## config.mk

```make
export PLATFORM = sky130hd
export DESIGN_NAME = emb_ext_memory_bus_decode
export DESIGN_NICKNAME = d
export VERILOG_FILES = /design/src/rtl/emb_pkg.sv /design/src/rtl/emb_dec_if.sv /design/src/rtl/emb_addr_decode.sv /design/src/rtl/emb_wait_clock.sv /design/src/rtl/emb_ext_memory_bus_decode.sv
export SDC_FILE = /design/constraint.sdc
export NUM_CORES = 1
export LEC_CHECK = 0
export ABC_AREA = 0
export BUFFER_PORTS_ARGS = -buffer_cell sky130_fd_sc_hd__buf_2
export CAP_MARGIN = 10
export CORE_ASPECT_RATIO = 0.9
export CORE_MARGIN = 1
export CORE_UTILIZATION = 45
export DETAILED_ROUTE_END_ITERATION = 10
export GPL_ROUTABILITY_DRIVEN = 0
export GPL_TIMING_DRIVEN = 0
export PLACE_DENSITY = 0.72
export SYNTH_ARGS = -nofsm -noshare
export SYNTH_HDL_FRONTEND = slang
export SYNTH_SLANG_ARGS = --single-unit
```

## constraint.sdc

```tcl
create_clock -name mclk_in -period 4 [get_ports mclk_in]
set_clock_uncertainty 0.05 [all_clocks]
set_input_delay 0.4 -clock mclk_in [delete_from_list [all_inputs] [get_ports mclk_in]]
set_output_delay 0.4 -clock mclk_in [all_outputs]
set_load 0.05 [all_outputs]
```

## src/rtl/emb_pkg.sv

```systemverilog
// Shared constants and types of the external memory bus decode block.
// Assumes one clock domain; every file of the block imports this package.
package emb_pkg;

  // ==========================================================
  // Register map on the special-function register port
  // ==========================================================
  localparam logic [7:0] EMB_WAIT_CONTROL_ADDR = 8'ha7;
  localparam logic [7:0] EMB_STATUS_ADDR       = 8'ha8;
  localparam int         EMB_WTEN_BIT          = 0;
  localparam int         EMB_WCKEN_BIT         = 1;
  localparam logic [1:0] EMB_WCTL_RESET        = 2'h0;
  localparam logic [7:0] EMB_UNMAPPED_DATA     = 8'h00;

  // ==========================================================
  // Configuration byte zero field positions
  // ==========================================================
  localparam int EMB_CFG_PAGE_BIT  = 0;
  localparam int EMB_CFG_REMAP_BIT = 1;
  localparam int EMB_CFG_MSEL_LO   = 2;
  localparam logic [1:0] EMB_CFG_SETTLE = 2'h3;

  // ==========================================================
  // Address map boundaries
  // ==========================================================
  localparam logic [7:0]  EMB_SEG_00      = 8'h00;
  localparam logic [7:0]  EMB_SEG_01      = 8'h01;
  localparam logic [7:0]  EMB_SEG_RSVD_LO = 8'h02;
  localparam logic [7:0]  EMB_SEG_RSVD_HI = 8'hfd;
  localparam logic [7:0]  EMB_SEG_FE      = 8'hfe;
  localparam logic [7:0]  EMB_SEG_FF      = 8'hff;
  localparam logic [23:0] EMB_REGFILE_TOP = 24'h00001f;
  localparam logic [23:0] EMB_RAM_BASE    = 24'h000020;
  localparam logic [23:0] EMB_BIT_TOP     = 24'h00007f;
  localparam logic [23:0] EMB_DIRECT_TOP  = 24'h00dfff;
  localparam logic [23:0] EMB_REMAP_BASE  = 24'h00e000;
  localparam logic [23:0] EMB_REMAP_DEST  = 24'hff2000;
  localparam logic [23:0] EMB_CODE_BASE   = 24'hff0000;
  localparam logic [23:0] EMB_CFG_BASE    = 24'hfffff8;
  localparam logic [23:0] EMB_DATA_TOP_11 = 24'h7fffff;
  localparam int          EMB_REMAP_BITS  = 13;
  localparam int          EMB_CODE_16K    = 16384;

  // ==========================================================
  // Enumerations
  // ==========================================================
  typedef enum logic [1:0] {
    EMB_SEL_256K   = 2'b00,
    EMB_SEL_128K   = 2'b01,
    EMB_SEL_64K_IO = 2'b10,
    EMB_SEL_64K_CMP = 2'b11
  } emb_msel_t;

  typedef enum logic [2:0] {
    EMB_RGN_REGFILE = 3'b000,
    EMB_RGN_RAM     = 3'b001,
    EMB_RGN_CODE    = 3'b010,
    EMB_RGN_EXT     = 3'b011,
    EMB_RGN_RSVD    = 3'b100,
    EMB_RGN_CFG     = 3'b101
  } emb_region_t;

  typedef enum logic [1:0] {
    EMB_AM_DIRECT   = 2'b00,
    EMB_AM_INDIRECT = 2'b01,
    EMB_AM_BIT      = 2'b10,
    EMB_AM_REGISTER = 2'b11
  } emb_amode_t;

  typedef enum logic [1:0] {
    EMB_ST_IDLE = 2'b00,
    EMB_ST_ADDR = 2'b01,
    EMB_ST_DATA = 2'b10
  } emb_state_t;

endpackage

```

## src/rtl/emb_dec_if.sv

```systemverilog
// Interface between the bus sequencer and the address map decoder.
// Assumes the decoder is purely combinational.
`timescale 1ns/1ps
`default_nettype none
interface emb_dec_if import emb_pkg::*; ();
  logic [23:0] addr;
  emb_amode_t  mode;
  logic        remap_n;
  logic        xacc_n;
  emb_region_t region;
  logic [23:0] eff_addr;
  logic        mode_ok;
  modport dec  (input addr, mode, remap_n, xacc_n,
                output region, eff_addr, mode_ok);
  modport user (output addr, mode, remap_n, xacc_n,
                input region, eff_addr, mode_ok);
endinterface
`default_nettype wire

```

## src/rtl/emb_addr_decode.sv

```systemverilog
// Address map decoder: region, effective address and mode legality.
// Assumes the caller holds the inputs stable while it uses the result.
`timescale 1ns/1ps
`default_nettype none
module emb_addr_decode import emb_pkg::*; #(
  parameter int CODE_BYTES = 16384,
  parameter int RAM_BYTES  = 1024
) (
  emb_dec_if.dec d
);
  localparam logic [23:0] RAM_TOP  =
    EMB_RAM_BASE + 24'(RAM_BYTES) - 24'h000001;
  localparam logic [23:0] CODE_TOP =
    EMB_CODE_BASE + 24'(CODE_BYTES) - 24'h000001;
  localparam logic HAS_CODE = (CODE_BYTES != 0);
  localparam logic HAS_REMAP = (CODE_BYTES == EMB_CODE_16K);

  // ==========================================================
  // Region decode
  // ==========================================================
  // Region first, then the mode check looks at the raw address.
  always_comb begin
    logic [7:0] seg;
    seg        = d.addr[23:16];
    d.region   = EMB_RGN_EXT;
    d.eff_addr = d.addr;
    if (seg == EMB_SEG_00) begin
      if (d.addr <= EMB_REGFILE_TOP) begin
        d.region = EMB_RGN_REGFILE;
      end else if (d.addr <= RAM_TOP) begin
        d.region = EMB_RGN_RAM;
      end else if (d.addr >= EMB_REMAP_BASE && HAS_REMAP &&
                   !d.remap_n && d.xacc_n) begin
        d.region   = EMB_RGN_CODE;
        d.eff_addr = EMB_REMAP_DEST |
                     {11'h000, d.addr[EMB_REMAP_BITS-1:0]};
      end
    end else if (seg >= EMB_SEG_RSVD_LO && seg <= EMB_SEG_RSVD_HI) begin
      d.region = EMB_RGN_RSVD;
    end else if (seg == EMB_SEG_FF) begin
      if (d.addr >= EMB_CFG_BASE) begin
        d.region = EMB_RGN_CFG;
      end else if (HAS_CODE && d.xacc_n && d.addr <= CODE_TOP) begin
        d.region = EMB_RGN_CODE;
      end
    end
    // Direct modes reach only region 00 below the remap window.
    unique case (d.mode)
      EMB_AM_DIRECT: begin
        d.mode_ok = (seg == EMB_SEG_00) &&
                    (d.addr <= EMB_DIRECT_TOP);
      end
      EMB_AM_INDIRECT: begin
        d.mode_ok = 1'b1;
      end
      EMB_AM_BIT: begin
        d.mode_ok = (d.addr >= EMB_RAM_BASE) &&
                    (d.addr <= EMB_BIT_TOP);
      end
      EMB_AM_REGISTER: begin
        d.mode_ok = (d.addr <= EMB_REGFILE_TOP);
      end
    endcase
  end
endmodule
`default_nettype wire

```

## src/rtl/emb_wait_clock.sv

```systemverilog
// Wait clock generator: square wave at half the oscillator rate.
// Assumes the enable comes from a register on the same clock.
`timescale 1ns/1ps
`default_nettype none
module emb_wait_clock import emb_pkg::*; (
  input  wire logic mclk_in,
  input  wire logic sys_rst_in,
  input  wire logic enable_in,
  output logic      wclk_out
);
  typedef struct packed {
    logic wclk;
  } emb_wclk_state_t;

  emb_wclk_state_t s;
  emb_wclk_state_t next_s;

  // ==========================================================
  // Toggle flop
  // ==========================================================
  // Toggling every rising edge gives half the oscillator rate; parks low off.
  always_comb begin
    next_s.wclk = enable_in ? ~s.wclk : 1'b0;
  end

  always_ff @(posedge mclk_in or posedge sys_rst_in) begin
    if (sys_rst_in) begin
      s <= '0;
    end else begin
      s <= next_s;
    end
  end

  assign wclk_out = s.wclk;

  property p_wclk_toggles;
    @(posedge mclk_in) disable iff (sys_rst_in)
    (enable_in && $past(enable_in)) |-> (wclk_out != $past(wclk_out));
  endproperty
  a_wclk_toggles: assert property (p_wclk_toggles)
    else $error("wait clock failed to toggle while enabled");
endmodule
`default_nettype wire

```

## src/rtl/emb_ext_memory_bus_decode.sv

```systemverilog
// External memory bus sequencer, pin steering and wait control.
// Assumes the core issues one request at a time and holds no other
// bus master; configuration byte zero is valid from reset release.
//
// Notes on behaviour
// - Page mode: port 0 carries low address, port 2 high address and data.
// - Non-page mode: port 0 multiplexes low address and data, port 2 high.
// - Wait input is honoured only when wait control bit 0 is set.
// - Wait control bit 1 puts the wait clock on port 1 bit 7, except with select code 00, where that pin carries address 17.
// - Enabled wait clock is a square wave at half the oscillator rate.
// - Select field sets address width and which pins are freed.
// - Select field decides program, data read and write strobe coverage.
// - Top eight bytes of region FF hold configuration, not memory.
// - Region FF base maps to on-chip code up to its size.
// - Regions 02 to FD are reserved, undecoded, indeterminate data.
// - 16 KB parts with remap cleared map 00:E000 up to code FF:2000.
// - On-chip RAM from 00:0020 up to the RAM size.
// - Lowest 32 addresses of region 00 hold the register file.
// - Special function registers live in their own address space.
// - Low RAM allows bit addressing; up to 00:DFFF direct and indirect.
// - Regions 01, FE and FF allow indirect addressing only.
// - Select field comes from configuration byte zero at reset.
`timescale 1ns/1ps
`default_nettype none
module emb_ext_memory_bus_decode import emb_pkg::*; #(
  parameter int         CODE_BYTES  = 16384,
  parameter int         RAM_BYTES   = 1024,
  parameter logic [3:0] ADDR_CYCLES = 4'h2,
  parameter logic [3:0] DATA_CYCLES = 4'h4
) (
  input  wire logic        mclk_in,
  input  wire logic        sys_rst_in,
  input  wire logic [7:0]  config_byte_zero_in,
  input  wire logic        external_access_n_in,
  input  wire logic        req_valid_in,
  output logic             req_ready_out,
  input  wire logic [23:0] req_addr_in,
  input  wire logic [1:0]  req_mode_in,
  input  wire logic        req_write_in,
  input  wire logic [7:0]  req_wdata_in,
  output logic             resp_valid_out,
  output logic             resp_fault_out,
  output logic [2:0]       resp_region_out,
  output logic [23:0]      resp_addr_out,
  output logic [7:0]       resp_rdata_out,
  input  wire logic [7:0]  reg_addr_in,
  input  wire logic [7:0]  reg_wdata_in,
  input  wire logic        reg_wr_in,
  input  wire logic        reg_rd_in,
  output logic [7:0]       reg_rdata_out,
  input  wire logic [7:0]  p0_in,
  output logic [7:0]       p0_out,
  output logic [7:0]       p0_oe_n_out,
  input  wire logic [7:0]  p2_in,
  output logic [7:0]       p2_out,
  output logic [7:0]       p2_oe_n_out,
  output logic             ale_out,
  output logic             program_read_strobe_n_out,
  output logic             write_strobe_n_out,
  input  wire logic        wait_n_in,
  input  wire logic        p1_7_port_in,
  input  wire logic        p1_7_port_oe_n_in,
  output logic             p1_7_out,
  output logic             p1_7_oe_n_out,
  input  wire logic        p3_7_port_in,
  input  wire logic        p3_7_port_oe_n_in,
  output logic             p3_7_out,
  output logic             p3_7_oe_n_out
);
  typedef struct packed {
    emb_state_t  st;
    logic [3:0]  cnt;
    logic [1:0]  cfg_cnt;
    logic        cfg_done;
    emb_msel_t   msel;
    logic        page;
    logic        remap_n;
    logic        xacc_n;
    logic [1:0]  wctl;
    logic        xacc_s1;
    logic        xacc_s2;
    logic        wait_s1;
    logic        wait_s2;
    logic [7:0]  p0_s1;
    logic [7:0]  p0_s2;
    logic [7:0]  p2_s1;
    logic [7:0]  p2_s2;
    logic [23:0] addr;
    logic        write;
    logic [7:0]  wdata;
    logic        rd_sel;
    logic        wr_ok;
    logic [7:0]  p0_q;
    logic        p0_drive;
    logic [7:0]  p2_q;
    logic        p2_drive;
    logic        a16;
    logic        a17;
    logic        ale;
    logic        prog_n;
    logic        rd_n;
    logic        wr_n;
    logic        resp_valid;
    logic        resp_fault;
    emb_region_t resp_region;
    logic [7:0]  resp_rdata;
    logic [7:0]  reg_rdata;
  } emb_top_state_t;

  localparam emb_top_state_t TOP_RESET = '{
    st: EMB_ST_IDLE, msel: EMB_SEL_256K, resp_region: EMB_RGN_REGFILE,
    wctl: EMB_WCTL_RESET, remap_n: 1'b1, xacc_n: 1'b1, xacc_s1: 1'b1,
    xacc_s2: 1'b1, wait_s1: 1'b1, wait_s2: 1'b1, prog_n: 1'b1,
    rd_n: 1'b1, wr_n: 1'b1, default: '0};

  emb_top_state_t s;
  emb_top_state_t next_s;
  logic           acc;
  logic           wclk;
  emb_dec_if      dec_bus ();

  // ==========================================================
  // Address map decoder and wait clock
  // ==========================================================
  assign dec_bus.addr    = req_addr_in;
  assign dec_bus.mode    = emb_amode_t'(req_mode_in);
  assign dec_bus.remap_n = s.remap_n;
  assign dec_bus.xacc_n  = s.xacc_n;

  emb_addr_decode #(
    .CODE_BYTES (CODE_BYTES),
    .RAM_BYTES  (RAM_BYTES)
  ) u_decode (
    .d (dec_bus.dec)
  );

  emb_wait_clock u_wclk (
    .mclk_in    (mclk_in),
    .sys_rst_in (sys_rst_in),
    .enable_in  (s.wctl[EMB_WCKEN_BIT]),
    .wclk_out   (wclk)
  );

  // A request is taken only once the configuration has been latched.
  assign acc = req_valid_in && (s.st == EMB_ST_IDLE) && s.cfg_done;

  // ==========================================================
  // Next-state logic
  // ==========================================================
  // Pin values are set at phase changes so every bus pin comes from a flop.
  always_comb begin
    next_s = s;
    next_s.resp_valid = 1'b0;
    // Pin inputs pass two flops before anything looks at them.
    next_s.xacc_s1 = external_access_n_in;
    next_s.xacc_s2 = s.xacc_s1;
    next_s.wait_s1 = wait_n_in;
    next_s.wait_s2 = s.wait_s1;
    next_s.p0_s1   = p0_in;
    next_s.p0_s2   = s.p0_s1;
    next_s.p2_s1   = p2_in;
    next_s.p2_s2   = s.p2_s1;
    // Configuration is caught once after reset, never rewritten later.
    if (!s.cfg_done) begin
      if (s.cfg_cnt == EMB_CFG_SETTLE) begin
        next_s.cfg_done = 1'b1;
        next_s.msel     = emb_msel_t'(
          config_byte_zero_in[EMB_CFG_MSEL_LO +: 2]);
        next_s.page     = config_byte_zero_in[EMB_CFG_PAGE_BIT];
        next_s.remap_n  = config_byte_zero_in[EMB_CFG_REMAP_BIT];
        next_s.xacc_n   = s.xacc_s2;
      end else begin
        next_s.cfg_cnt = s.cfg_cnt + 2'h1;
      end
    end
    // The register port is its own space, apart from memory addresses.
    next_s.reg_rdata = EMB_UNMAPPED_DATA;
    if (reg_wr_in && reg_addr_in == EMB_WAIT_CONTROL_ADDR) begin
      next_s.wctl = reg_wdata_in[1:0];
    end
    if (reg_rd_in) begin
      if (reg_addr_in == EMB_WAIT_CONTROL_ADDR) begin
        next_s.reg_rdata = {6'h00, s.wctl};
      end else if (reg_addr_in == EMB_STATUS_ADDR) begin
        next_s.reg_rdata = {3'h0, s.wait_s2, (s.st != EMB_ST_IDLE),
                            s.page, s.msel};
      end
    end
    unique case (s.st)
      EMB_ST_IDLE: begin
        if (acc) begin
          next_s.addr        = dec_bus.eff_addr;
          next_s.write       = req_write_in;
          next_s.wdata       = req_wdata_in;
          next_s.resp_region = dec_bus.region;
          next_s.resp_fault  = !dec_bus.mode_ok;
          next_s.resp_rdata  = EMB_UNMAPPED_DATA;
          next_s.rd_sel = (s.msel == EMB_SEL_64K_CMP) &&
                          (dec_bus.eff_addr <= EMB_DATA_TOP_11);
          next_s.wr_ok  = (s.msel != EMB_SEL_64K_CMP) ||
                          (req_addr_in[23:16] == EMB_SEG_00);
          // Only legal external accesses that strobe start a cycle.
          if (dec_bus.mode_ok && dec_bus.region == EMB_RGN_EXT &&
              (!req_write_in || next_s.wr_ok)) begin
            next_s.st       = EMB_ST_ADDR;
            next_s.cnt      = ADDR_CYCLES - 4'h1;
            next_s.ale      = 1'b1;
            next_s.p0_q     = dec_bus.eff_addr[7:0];
            next_s.p0_drive = 1'b1;
            next_s.p2_q     = dec_bus.eff_addr[15:8];
            next_s.p2_drive = 1'b1;
            next_s.a16      = dec_bus.eff_addr[16];
            next_s.a17      = dec_bus.eff_addr[17];
          end else begin
            next_s.resp_valid = 1'b1;
          end
        end
      end
      EMB_ST_ADDR: begin
        if (s.cnt != 4'h0) begin
          next_s.cnt = s.cnt - 4'h1;
        end else begin
          next_s.st  = EMB_ST_DATA;
          next_s.cnt = DATA_CYCLES - 4'h1;
          next_s.ale = 1'b0;
          if (s.page) begin
            next_s.p2_q     = s.wdata;
            next_s.p2_drive = s.write;
          end else begin
            next_s.p0_q     = s.wdata;
            next_s.p0_drive = s.write;
          end
          next_s.wr_n   = !s.write;
          next_s.rd_n   = !(!s.write && s.rd_sel);
          next_s.prog_n = !(!s.write && !s.rd_sel);
        end
      end
      EMB_ST_DATA: begin
        if (s.cnt != 4'h0) begin
          next_s.cnt = s.cnt - 4'h1;
        end else if (!(s.wctl[EMB_WTEN_BIT] && !s.wait_s2)) begin
          // Held here while the enabled wait input is low.
          next_s.st         = EMB_ST_IDLE;
          next_s.resp_valid = 1'b1;
          next_s.resp_rdata = s.write ? EMB_UNMAPPED_DATA :
                              (s.page ? s.p2_s2 : s.p0_s2);
          next_s.wr_n       = 1'b1;
          next_s.rd_n       = 1'b1;
          next_s.prog_n     = 1'b1;
          next_s.p0_drive   = 1'b0;
          next_s.p2_drive   = 1'b0;
        end
      end
    endcase
  end

  always_ff @(posedge mclk_in or posedge sys_rst_in) begin
    if (sys_rst_in) begin
      s <= TOP_RESET;
    end else begin
      s <= next_s;
    end
  end

  // ==========================================================
  // Outputs and shared pin steering
  // ==========================================================
  assign req_ready_out   = (s.st == EMB_ST_IDLE) && s.cfg_done;
  assign resp_valid_out  = s.resp_valid;
  assign resp_fault_out  = s.resp_fault;
  assign resp_region_out = s.resp_region;
  assign resp_addr_out   = s.addr;
  assign resp_rdata_out  = s.resp_rdata;
  assign reg_rdata_out   = s.reg_rdata;
  assign p0_out          = s.p0_q;
  assign p0_oe_n_out     = {8{!s.p0_drive}};
  assign p2_out          = s.p2_q;
  assign p2_oe_n_out     = {8{!s.p2_drive}};
  assign ale_out         = s.ale;
  assign program_read_strobe_n_out = s.prog_n;
  assign write_strobe_n_out        = s.wr_n;

  // Address 17 wins over the wait clock, which wins over the port.
  always_comb begin
    if (s.msel == EMB_SEL_256K) begin
      p1_7_out      = s.a17;
      p1_7_oe_n_out = 1'b0;
    end else if (s.wctl[EMB_WCKEN_BIT]) begin
      p1_7_out      = wclk;
      p1_7_oe_n_out = 1'b0;
    end else begin
      p1_7_out      = p1_7_port_in;
      p1_7_oe_n_out = p1_7_port_oe_n_in;
    end
    unique case (s.msel)
      EMB_SEL_256K, EMB_SEL_128K: begin
        p3_7_out      = s.a16;
        p3_7_oe_n_out = 1'b0;
      end
      EMB_SEL_64K_IO: begin
        p3_7_out      = p3_7_port_in;
        p3_7_oe_n_out = p3_7_port_oe_n_in;
      end
      EMB_SEL_64K_CMP: begin
        p3_7_out      = s.rd_n;
        p3_7_oe_n_out = 1'b0;
      end
    endcase
  end

  // ==========================================================
  // Checks
  // ==========================================================
  property p_wclk_pin;
    @(posedge mclk_in) disable iff (sys_rst_in)
    (s.msel != EMB_SEL_256K && s.wctl[EMB_WCKEN_BIT]) |->
      (p1_7_out == wclk && !p1_7_oe_n_out);
  endproperty
  a_wclk_pin: assert property (p_wclk_pin)
    else $error("wait clock not on port 1 bit 7");

  property p_port_pin_free;
    @(posedge mclk_in) disable iff (sys_rst_in)
    (s.msel == EMB_SEL_64K_IO) |-> (p3_7_out == p3_7_port_in);
  endproperty
  a_port_pin_free: assert property (p_port_pin_free)
    else $error("port 3 bit 7 not freed for code 10");

  property p_compat_prog;
    @(posedge mclk_in) disable iff (sys_rst_in)
    (!s.prog_n && s.msel == EMB_SEL_64K_CMP) |->
      (s.addr > EMB_DATA_TOP_11);
  endproperty
  a_compat_prog: assert property (p_compat_prog)
    else $error("program strobe below 80:0000 in code 11");

  property p_compat_write;
    @(posedge mclk_in) disable iff (sys_rst_in)
    $fell(s.wr_n) && s.msel == EMB_SEL_64K_CMP |->
      (s.addr[23:16] == EMB_SEG_00);
  endproperty
  a_compat_write: assert property (p_compat_write)
    else $error("write strobe outside legacy data in code 11");

  property p_wait_hold;
    @(posedge mclk_in) disable iff (sys_rst_in)
    (s.st == EMB_ST_DATA && s.cnt == 4'h0 && s.wctl[EMB_WTEN_BIT] &&
     !s.wait_s2) |=> (s.st == EMB_ST_DATA && !resp_valid_out);
  endproperty
  a_wait_hold: assert property (p_wait_hold)
    else $error("bus cycle ended while wait held");

  property p_wait_ignored;
    @(posedge mclk_in) disable iff (sys_rst_in)
    (s.st == EMB_ST_DATA && s.cnt == 4'h0 && !s.wctl[EMB_WTEN_BIT])
      |=> (s.st == EMB_ST_IDLE && resp_valid_out);
  endproperty
  a_wait_ignored: assert property (p_wait_ignored)
    else $error("disabled wait input stretched a cycle");

  property p_page_lanes;
    @(posedge mclk_in) disable iff (sys_rst_in)
    (s.st == EMB_ST_DATA && s.page) |->
      (p0_oe_n_out == 8'h00 && p0_out == s.addr[7:0]);
  endproperty
  a_page_lanes: assert property (p_page_lanes)
    else $error("page mode lost low address on port 0");

  property p_nonpage_lanes;
    @(posedge mclk_in) disable iff (sys_rst_in)
    (s.st == EMB_ST_DATA && !s.page) |->
      (p2_oe_n_out == 8'h00 && p2_out == s.addr[15:8]);
  endproperty
  a_nonpage_lanes: assert property (p_nonpage_lanes)
    else $error("non-page mode lost high address on port 2");

  property p_reserved_quick;
    @(posedge mclk_in) disable iff (sys_rst_in)
    (acc && dec_bus.region == EMB_RGN_RSVD) |=>
      (resp_valid_out && s.st == EMB_ST_IDLE && ale_out == 1'b0);
  endproperty
  a_reserved_quick: assert property (p_reserved_quick)
    else $error("reserved region started a bus cycle");
endmodule
`default_nettype wire

```

* After elaboration in Yosys (flattened, before gate mapping)
Cells that the tools add are included.
** Cells by class
- Equal/unequal tests :: 22
- Order comparisons :: 11
- $add $sub $neg :: 2
- Bitwise gates (word level) :: 3
- Multiplexer cells :: 57
- Reductions and logical operators :: 52
** Operators by type and width (count)
- 2-to-1 mux 24 bit :: 4
- case mux 8 bit (2 select lines) :: 3
- 2-to-1 mux 21 bit :: 2
- 2-to-1 mux 8 bit :: 4
- equality test 8 bit, second input constant :: 3
- greater-or-equal comparator 24 x 16 -> 1 bit, second input constant :: 1
- greater-or-equal comparator 24 bit, second input constant :: 1
- greater-or-equal comparator 24 x 6 -> 1 bit, second input constant :: 1
- less-or-equal comparator 24 x 11 -> 1 bit, second input constant :: 1
- less-or-equal comparator 24 x 16 -> 1 bit, second input constant :: 1
- less-or-equal comparator 24 x 23 -> 1 bit, second input constant :: 1
- less-or-equal comparator 24 bit, second input constant :: 1
- less-or-equal comparator 24 x 5 -> 1 bit, second input constant :: 1
- less-or-equal comparator 24 x 7 -> 1 bit, second input constant :: 1
- 2-to-1 mux 6 bit :: 4
- 2-to-1 mux 4 bit :: 5
- 2-to-1 mux 18 bit :: 1
- 2-to-1 mux 3 bit :: 6
- 2-to-1 mux 9 bit :: 2
- case mux 6 bit (3 select lines) :: 1
- logical AND 1 bit :: 16
- != test 2 bit, second input constant :: 8
- 2-to-1 mux 5 bit :: 3
- AND reduction 5 bit :: 3
- 28 further kinds :: 73
** Storage, ports and cells
- Output and inout port bits :: 85
- Logic and storage cells :: 184
- Bits of input ports :: 86
- Register bits :: 132

* Longest topological paths before layout
- Depth in word-level cells :: 13
- Depth in mapped cells :: 10
- Depth with buffers taken out :: 8

* Hierarchy
From an unflattened synthesis, not the netlist that was laid out.
** Unflattened totals
- Cell total of the unflattened synthesis :: 489
- Area total of the unflattened synthesis :: 6075.8 sq um
** By module, submodules not included
- emb_ext_memory_bus_decode :: seq. area each 3214.3 sq um, instances 1, area an instance 5632.9 sq um, cells each 429
- emb_addr_decode :: seq. area each 0.0 sq um, instances 1, area an instance 400.4 sq um, cells each 57
- emb_wait_clock :: seq. area each 25.0 sq um, instances 1, area an instance 42.5 sq um, cells each 3

* Least setup slack after synthesis
OpenSTA, ideal clock, no wires.
- Kind :: reg-to-reg
- Start :: register s[130] (netlist name)
- End :: register s (netlist bit resp_rdata_out[0])
- Stages on the path, launching flop included :: 8
- Library setup time :: 0.125 ns
- Arrival :: 2.454 ns
- Clock period less this slack :: 2.629 ns
- Path slack :: 1.371 ns
- Buffers on the path :: 1
- Data required time :: 3.825 ns
- Cells stage by stage :: dfrtp_1 inv_1 ha_1 clkbuf_1 and2_1 nand2_1 a22oi_1 mux2_2
** Between the ends
- Word-level cells in the longest chain between the ends :: 5
- Elaborated cells between the ends (all ways) :: 10
- Classes of those cells :: eq/ne (4); mux (1); reduce/logical (5)
** RTL lines
- start: declaration :: RTL line emb_ext_memory_bus_decode.sv:116 : emb_top_state_t s;
- start signal: assignment :: RTL line emb_ext_memory_bus_decode.sv:261 : s <= next_s;
- zero test 2 bit :: RTL line emb_ext_memory_bus_decode.sv:145, emb_ext_memory_bus_decode.sv:189
- logical AND 1 bit (2 in series) :: RTL line emb_ext_memory_bus_decode.sv:145 : assign acc = req_valid_in && (s.st == EMB_ST_IDLE) && s.cfg_done;
- != test 2 bit (no line)
- AND reduction 4 bit (no line)
Parallel ways exist; a longest one is shown, timed or not.
A chain may end at the register's enable or synchronous reset.

* Final worst setup path
- Start :: register s[130] (netlist name)
- End :: register s (netlist bit resp_rdata_out[2])
The elaborated chain is that of the path after synthesis.

==> results.toml <==
[outcome]
outcome = "finished, final reports clean"

[clocking]
cts_setup_buffers = 0
cts_tree = "yes"
htree_levels = 4
clkTransAtPathRegs_ns = 0.06
clockBufferDepth = 2
insertion_delay_ns = 0.42
root_buffer = "clkbuf_16"
cts.sinks = 129
cts_buffers = 17

[floorplan]
die_w_um = 123
die_y_um = 111
fp.coreArea_mm2 = 0.0128
rows = 39
start_util_pct = 46.6
die_area_mm2 = 0.0137
ioPinCount = 171

[routing]
ant_nets = 0
drc = 0
via_count = 4330
routedWlPerCell_um = 15.3
wl_um = 13400
dr.pass1.iters = 5
via_per_inst = 4.95
drt_iter0_drc = 231

[final_layout]
final_common_cell = "buf_2"
area_delta_synth_final_pct = 27.3
fillers = 1065
n_antenna_cell = 0
drive_gt1_share_pct = 48.8
postLayoutCoreUtil_pct = 59.4
fin_nets = 790
multi_input_area_mm2 = 0.00206
seq_area_mm2 = 0.00324
final_cell_mix = "buf_2, dfrtp_1, buf_4"

[setup_path]
reg2regPathDepth = 7
start_kind = "flip-flop"
worst_setup_path_end_kind = "flip-flop"
worstPathArrival_ns = 3.06
critPathMaxFanout = 8
worstSetupStartpoint = "s[130]"
required_ns = 4.26
timing.rr.start = "s[130]"
worstSetupPathType = "flip-flop to flip-flop"

[synthesis]
yosys.cell_types.count = 49
synthFlopType = "dfrtp_1"
synth-adder-area-share_pct = 1.26
synth_edf_count = 0
ys_ff_latch = 129
syn-mean-instance-area_um2 = 11.5
synth-simple-area-share_pct = 11.8
synthMuxAreaShare_pct = 13.2
syn_area_mm2 = 0.00596
synth_top_family_by_area = "multiplexers"
ys_top_cells_by_area = "dfrtp_1, mux2_2, buf_4"
synth_compound_area_share_pct = 8.00
synthXorXnorAreaFrac_pct = 0.147
synthCells = 518
yosysWarnings = 0
yosys.area.top_type_share_pct = 50.4
synth_top_cell_by_area = "dfrtp_1"
ys_seq_area_share_pct = 54.3
async_flop_share_pct = 100

[global_route]
grt_util_met3_pct = 6.07
grt_pass1_vias = 4297
antenna_found_initial = 0
grt_max_degree = 102
grt.busiest_layer = "met2"
grt_overflow_total = 0
met2_usage_pct = 32.8
grtUsageTotal_pct = 21.1
met1_usage_pct = 28.0
grt_pass1_wl_um = 21700

[sta]
fin_crit_sh_pct = 70.2
tightest_slew_ns = 0.938
finalSetupViolations = 0
finalCriticalPeriod_ns = 2.81
max_freq_mhz = 356
maxSlewHeadroom_pct = 37.5
rsz0062_at_grt = "false"
finalHoldViolations = 0
slew_violations = 0
hold_ws_ns = 0.0297

[power_and_ir_drop]
power_density_mw_per_mm2 = 884
power_leakage_nw = 3.78
ir_drop_uv = 504

[worst_hold_path]
holdPathStages = 1
hold_start = "p0_in[7]"
hold_path.class = "input port to flip-flop"

[run]
cap_violations = 0

[place]
dp_hpwl_um = 9780
io_buffer_count = 157
## logic make-up after synthesis
kind of cell,Yosys count
simple gates,134
buf+inv,101
xor+xnor,1
mux,71
compound gates,75
flops,129
other cells,1
fa+ha+maj,6
## state kept, by name (all words and copies together) (netlist names)
signal,cells
dec_bus.xacc_n,1
program_read_strobe_n_out,1
write_strobe_n_out,1
next_s,18
resp_region_out,3
u_wclk.wclk_out,1
dec_bus.remap_n,1
p0_out,8
s,47
resp_valid_out,1
resp_fault_out,1
resp_rdata_out,8
resp_addr_out,24
reg_rdata_out,5
ale_out,1
p2_out,8
## metrics by stage
step | cells | power [mW] | TNS (ns) | setup WS (ns) | instance area, µm²
2_1_floorplan | 520 | 4.52 | 0 | 0.124 | 5970
3_3_place_gp | 841 | 5.11 | -139.82 | -1.17 | 6960
3_5_place_dp | 842 | 5.19 | 0 | 1.07 | 6990
4_1_cts | 875 | 6.75 | 0 | 1.19 | 7590
5_1_grt | 875 | 7.08 | 0 | 1.00 | 7590
6_report | 875 | 6.71 | 0 | 1.19 | 7590
## path summary, 6_finish.rpt
kind,slack (ns),endpoint
setup / recovery,1.19,resp_rdata_out[2]
hold / removal,0.03,next_s[103]
setup reg to reg,1.19,resp_rdata_out[2]
hold reg to reg,0.30,s[99]
max in group asynchronous,2.68,resp_addr_out[0]
min in group asynchronous,0.43,s[80]
## layer usage
metal  wire (µm)  vias to the layer above
met2        6270                      166
met5           0                        -
met1        6030                     2076
met3         887                       19
met4         230                        0
li1            -                     2069
## cells in the mapped netlist, types with 2 or more instances
library cell	instances
nor3_1	5
a221oi_1	3
and2_1	2
buf_6	2
inv_1	9
o31ai_1	2
dfrtp_1	120
nand2b_1	20
o21ai_0	34
nand4bb_1	2
nor2_1	32
buf_1	5
mux2_2	59
a21o_1	2
o2bb2ai_1	2
ha_1	6
nor4_1	2
nand3_1	6
nor2b_1	8
a22o_1	2
a22oi_1	4
a21oi_2	4
nand2_1	38
a21oi_1	11
clkbuf_1	11
dfstp_2	9
nand4_1	3
buf_4	73
a31oi_1	3
a2bb2oi_1	3
mux2i_1	12
and3_1	4
nor3b_1	2
or4_4	2
nand3b_1	2
## critical path: stages (launching register included)
cell and delay (ns):
dfrtp_1 0.38, inv_1 0.10, ha_1 0.16, clkbuf_1 0.34
and2_1 0.24, nand2_1 0.20, a22oi_1 0.80, mux2_2 0.42
## power breakdown
group,switching [mW],total [mW],internal (mW)
registers,0.206,1.89,1.68
logic,2.11,3.29,1.18
clock network,0.650,1.54,0.888
## final cells by class
| class | instances | area share [%] |
|---|---|---|
| flip-flops and latches | 129 | 42.7 |
| multi-input cells | 290 | 27.1 |
| repair buffers | 159 | 10.8 |
| plain buffers | 92 | 8.37 |
| clock buffers | 17 | 5.60 |
| well taps | 164 | 2.70 |
| clock inverters | 15 | 2.16 |
| inverters | 9 | 0.511 |
## repair_timing
item	in CTS	in global routing
hold endpoints to repair	24	0
hold buffers	1	0
resized for setup	0	0
Power figures use the tool's default switching activity.
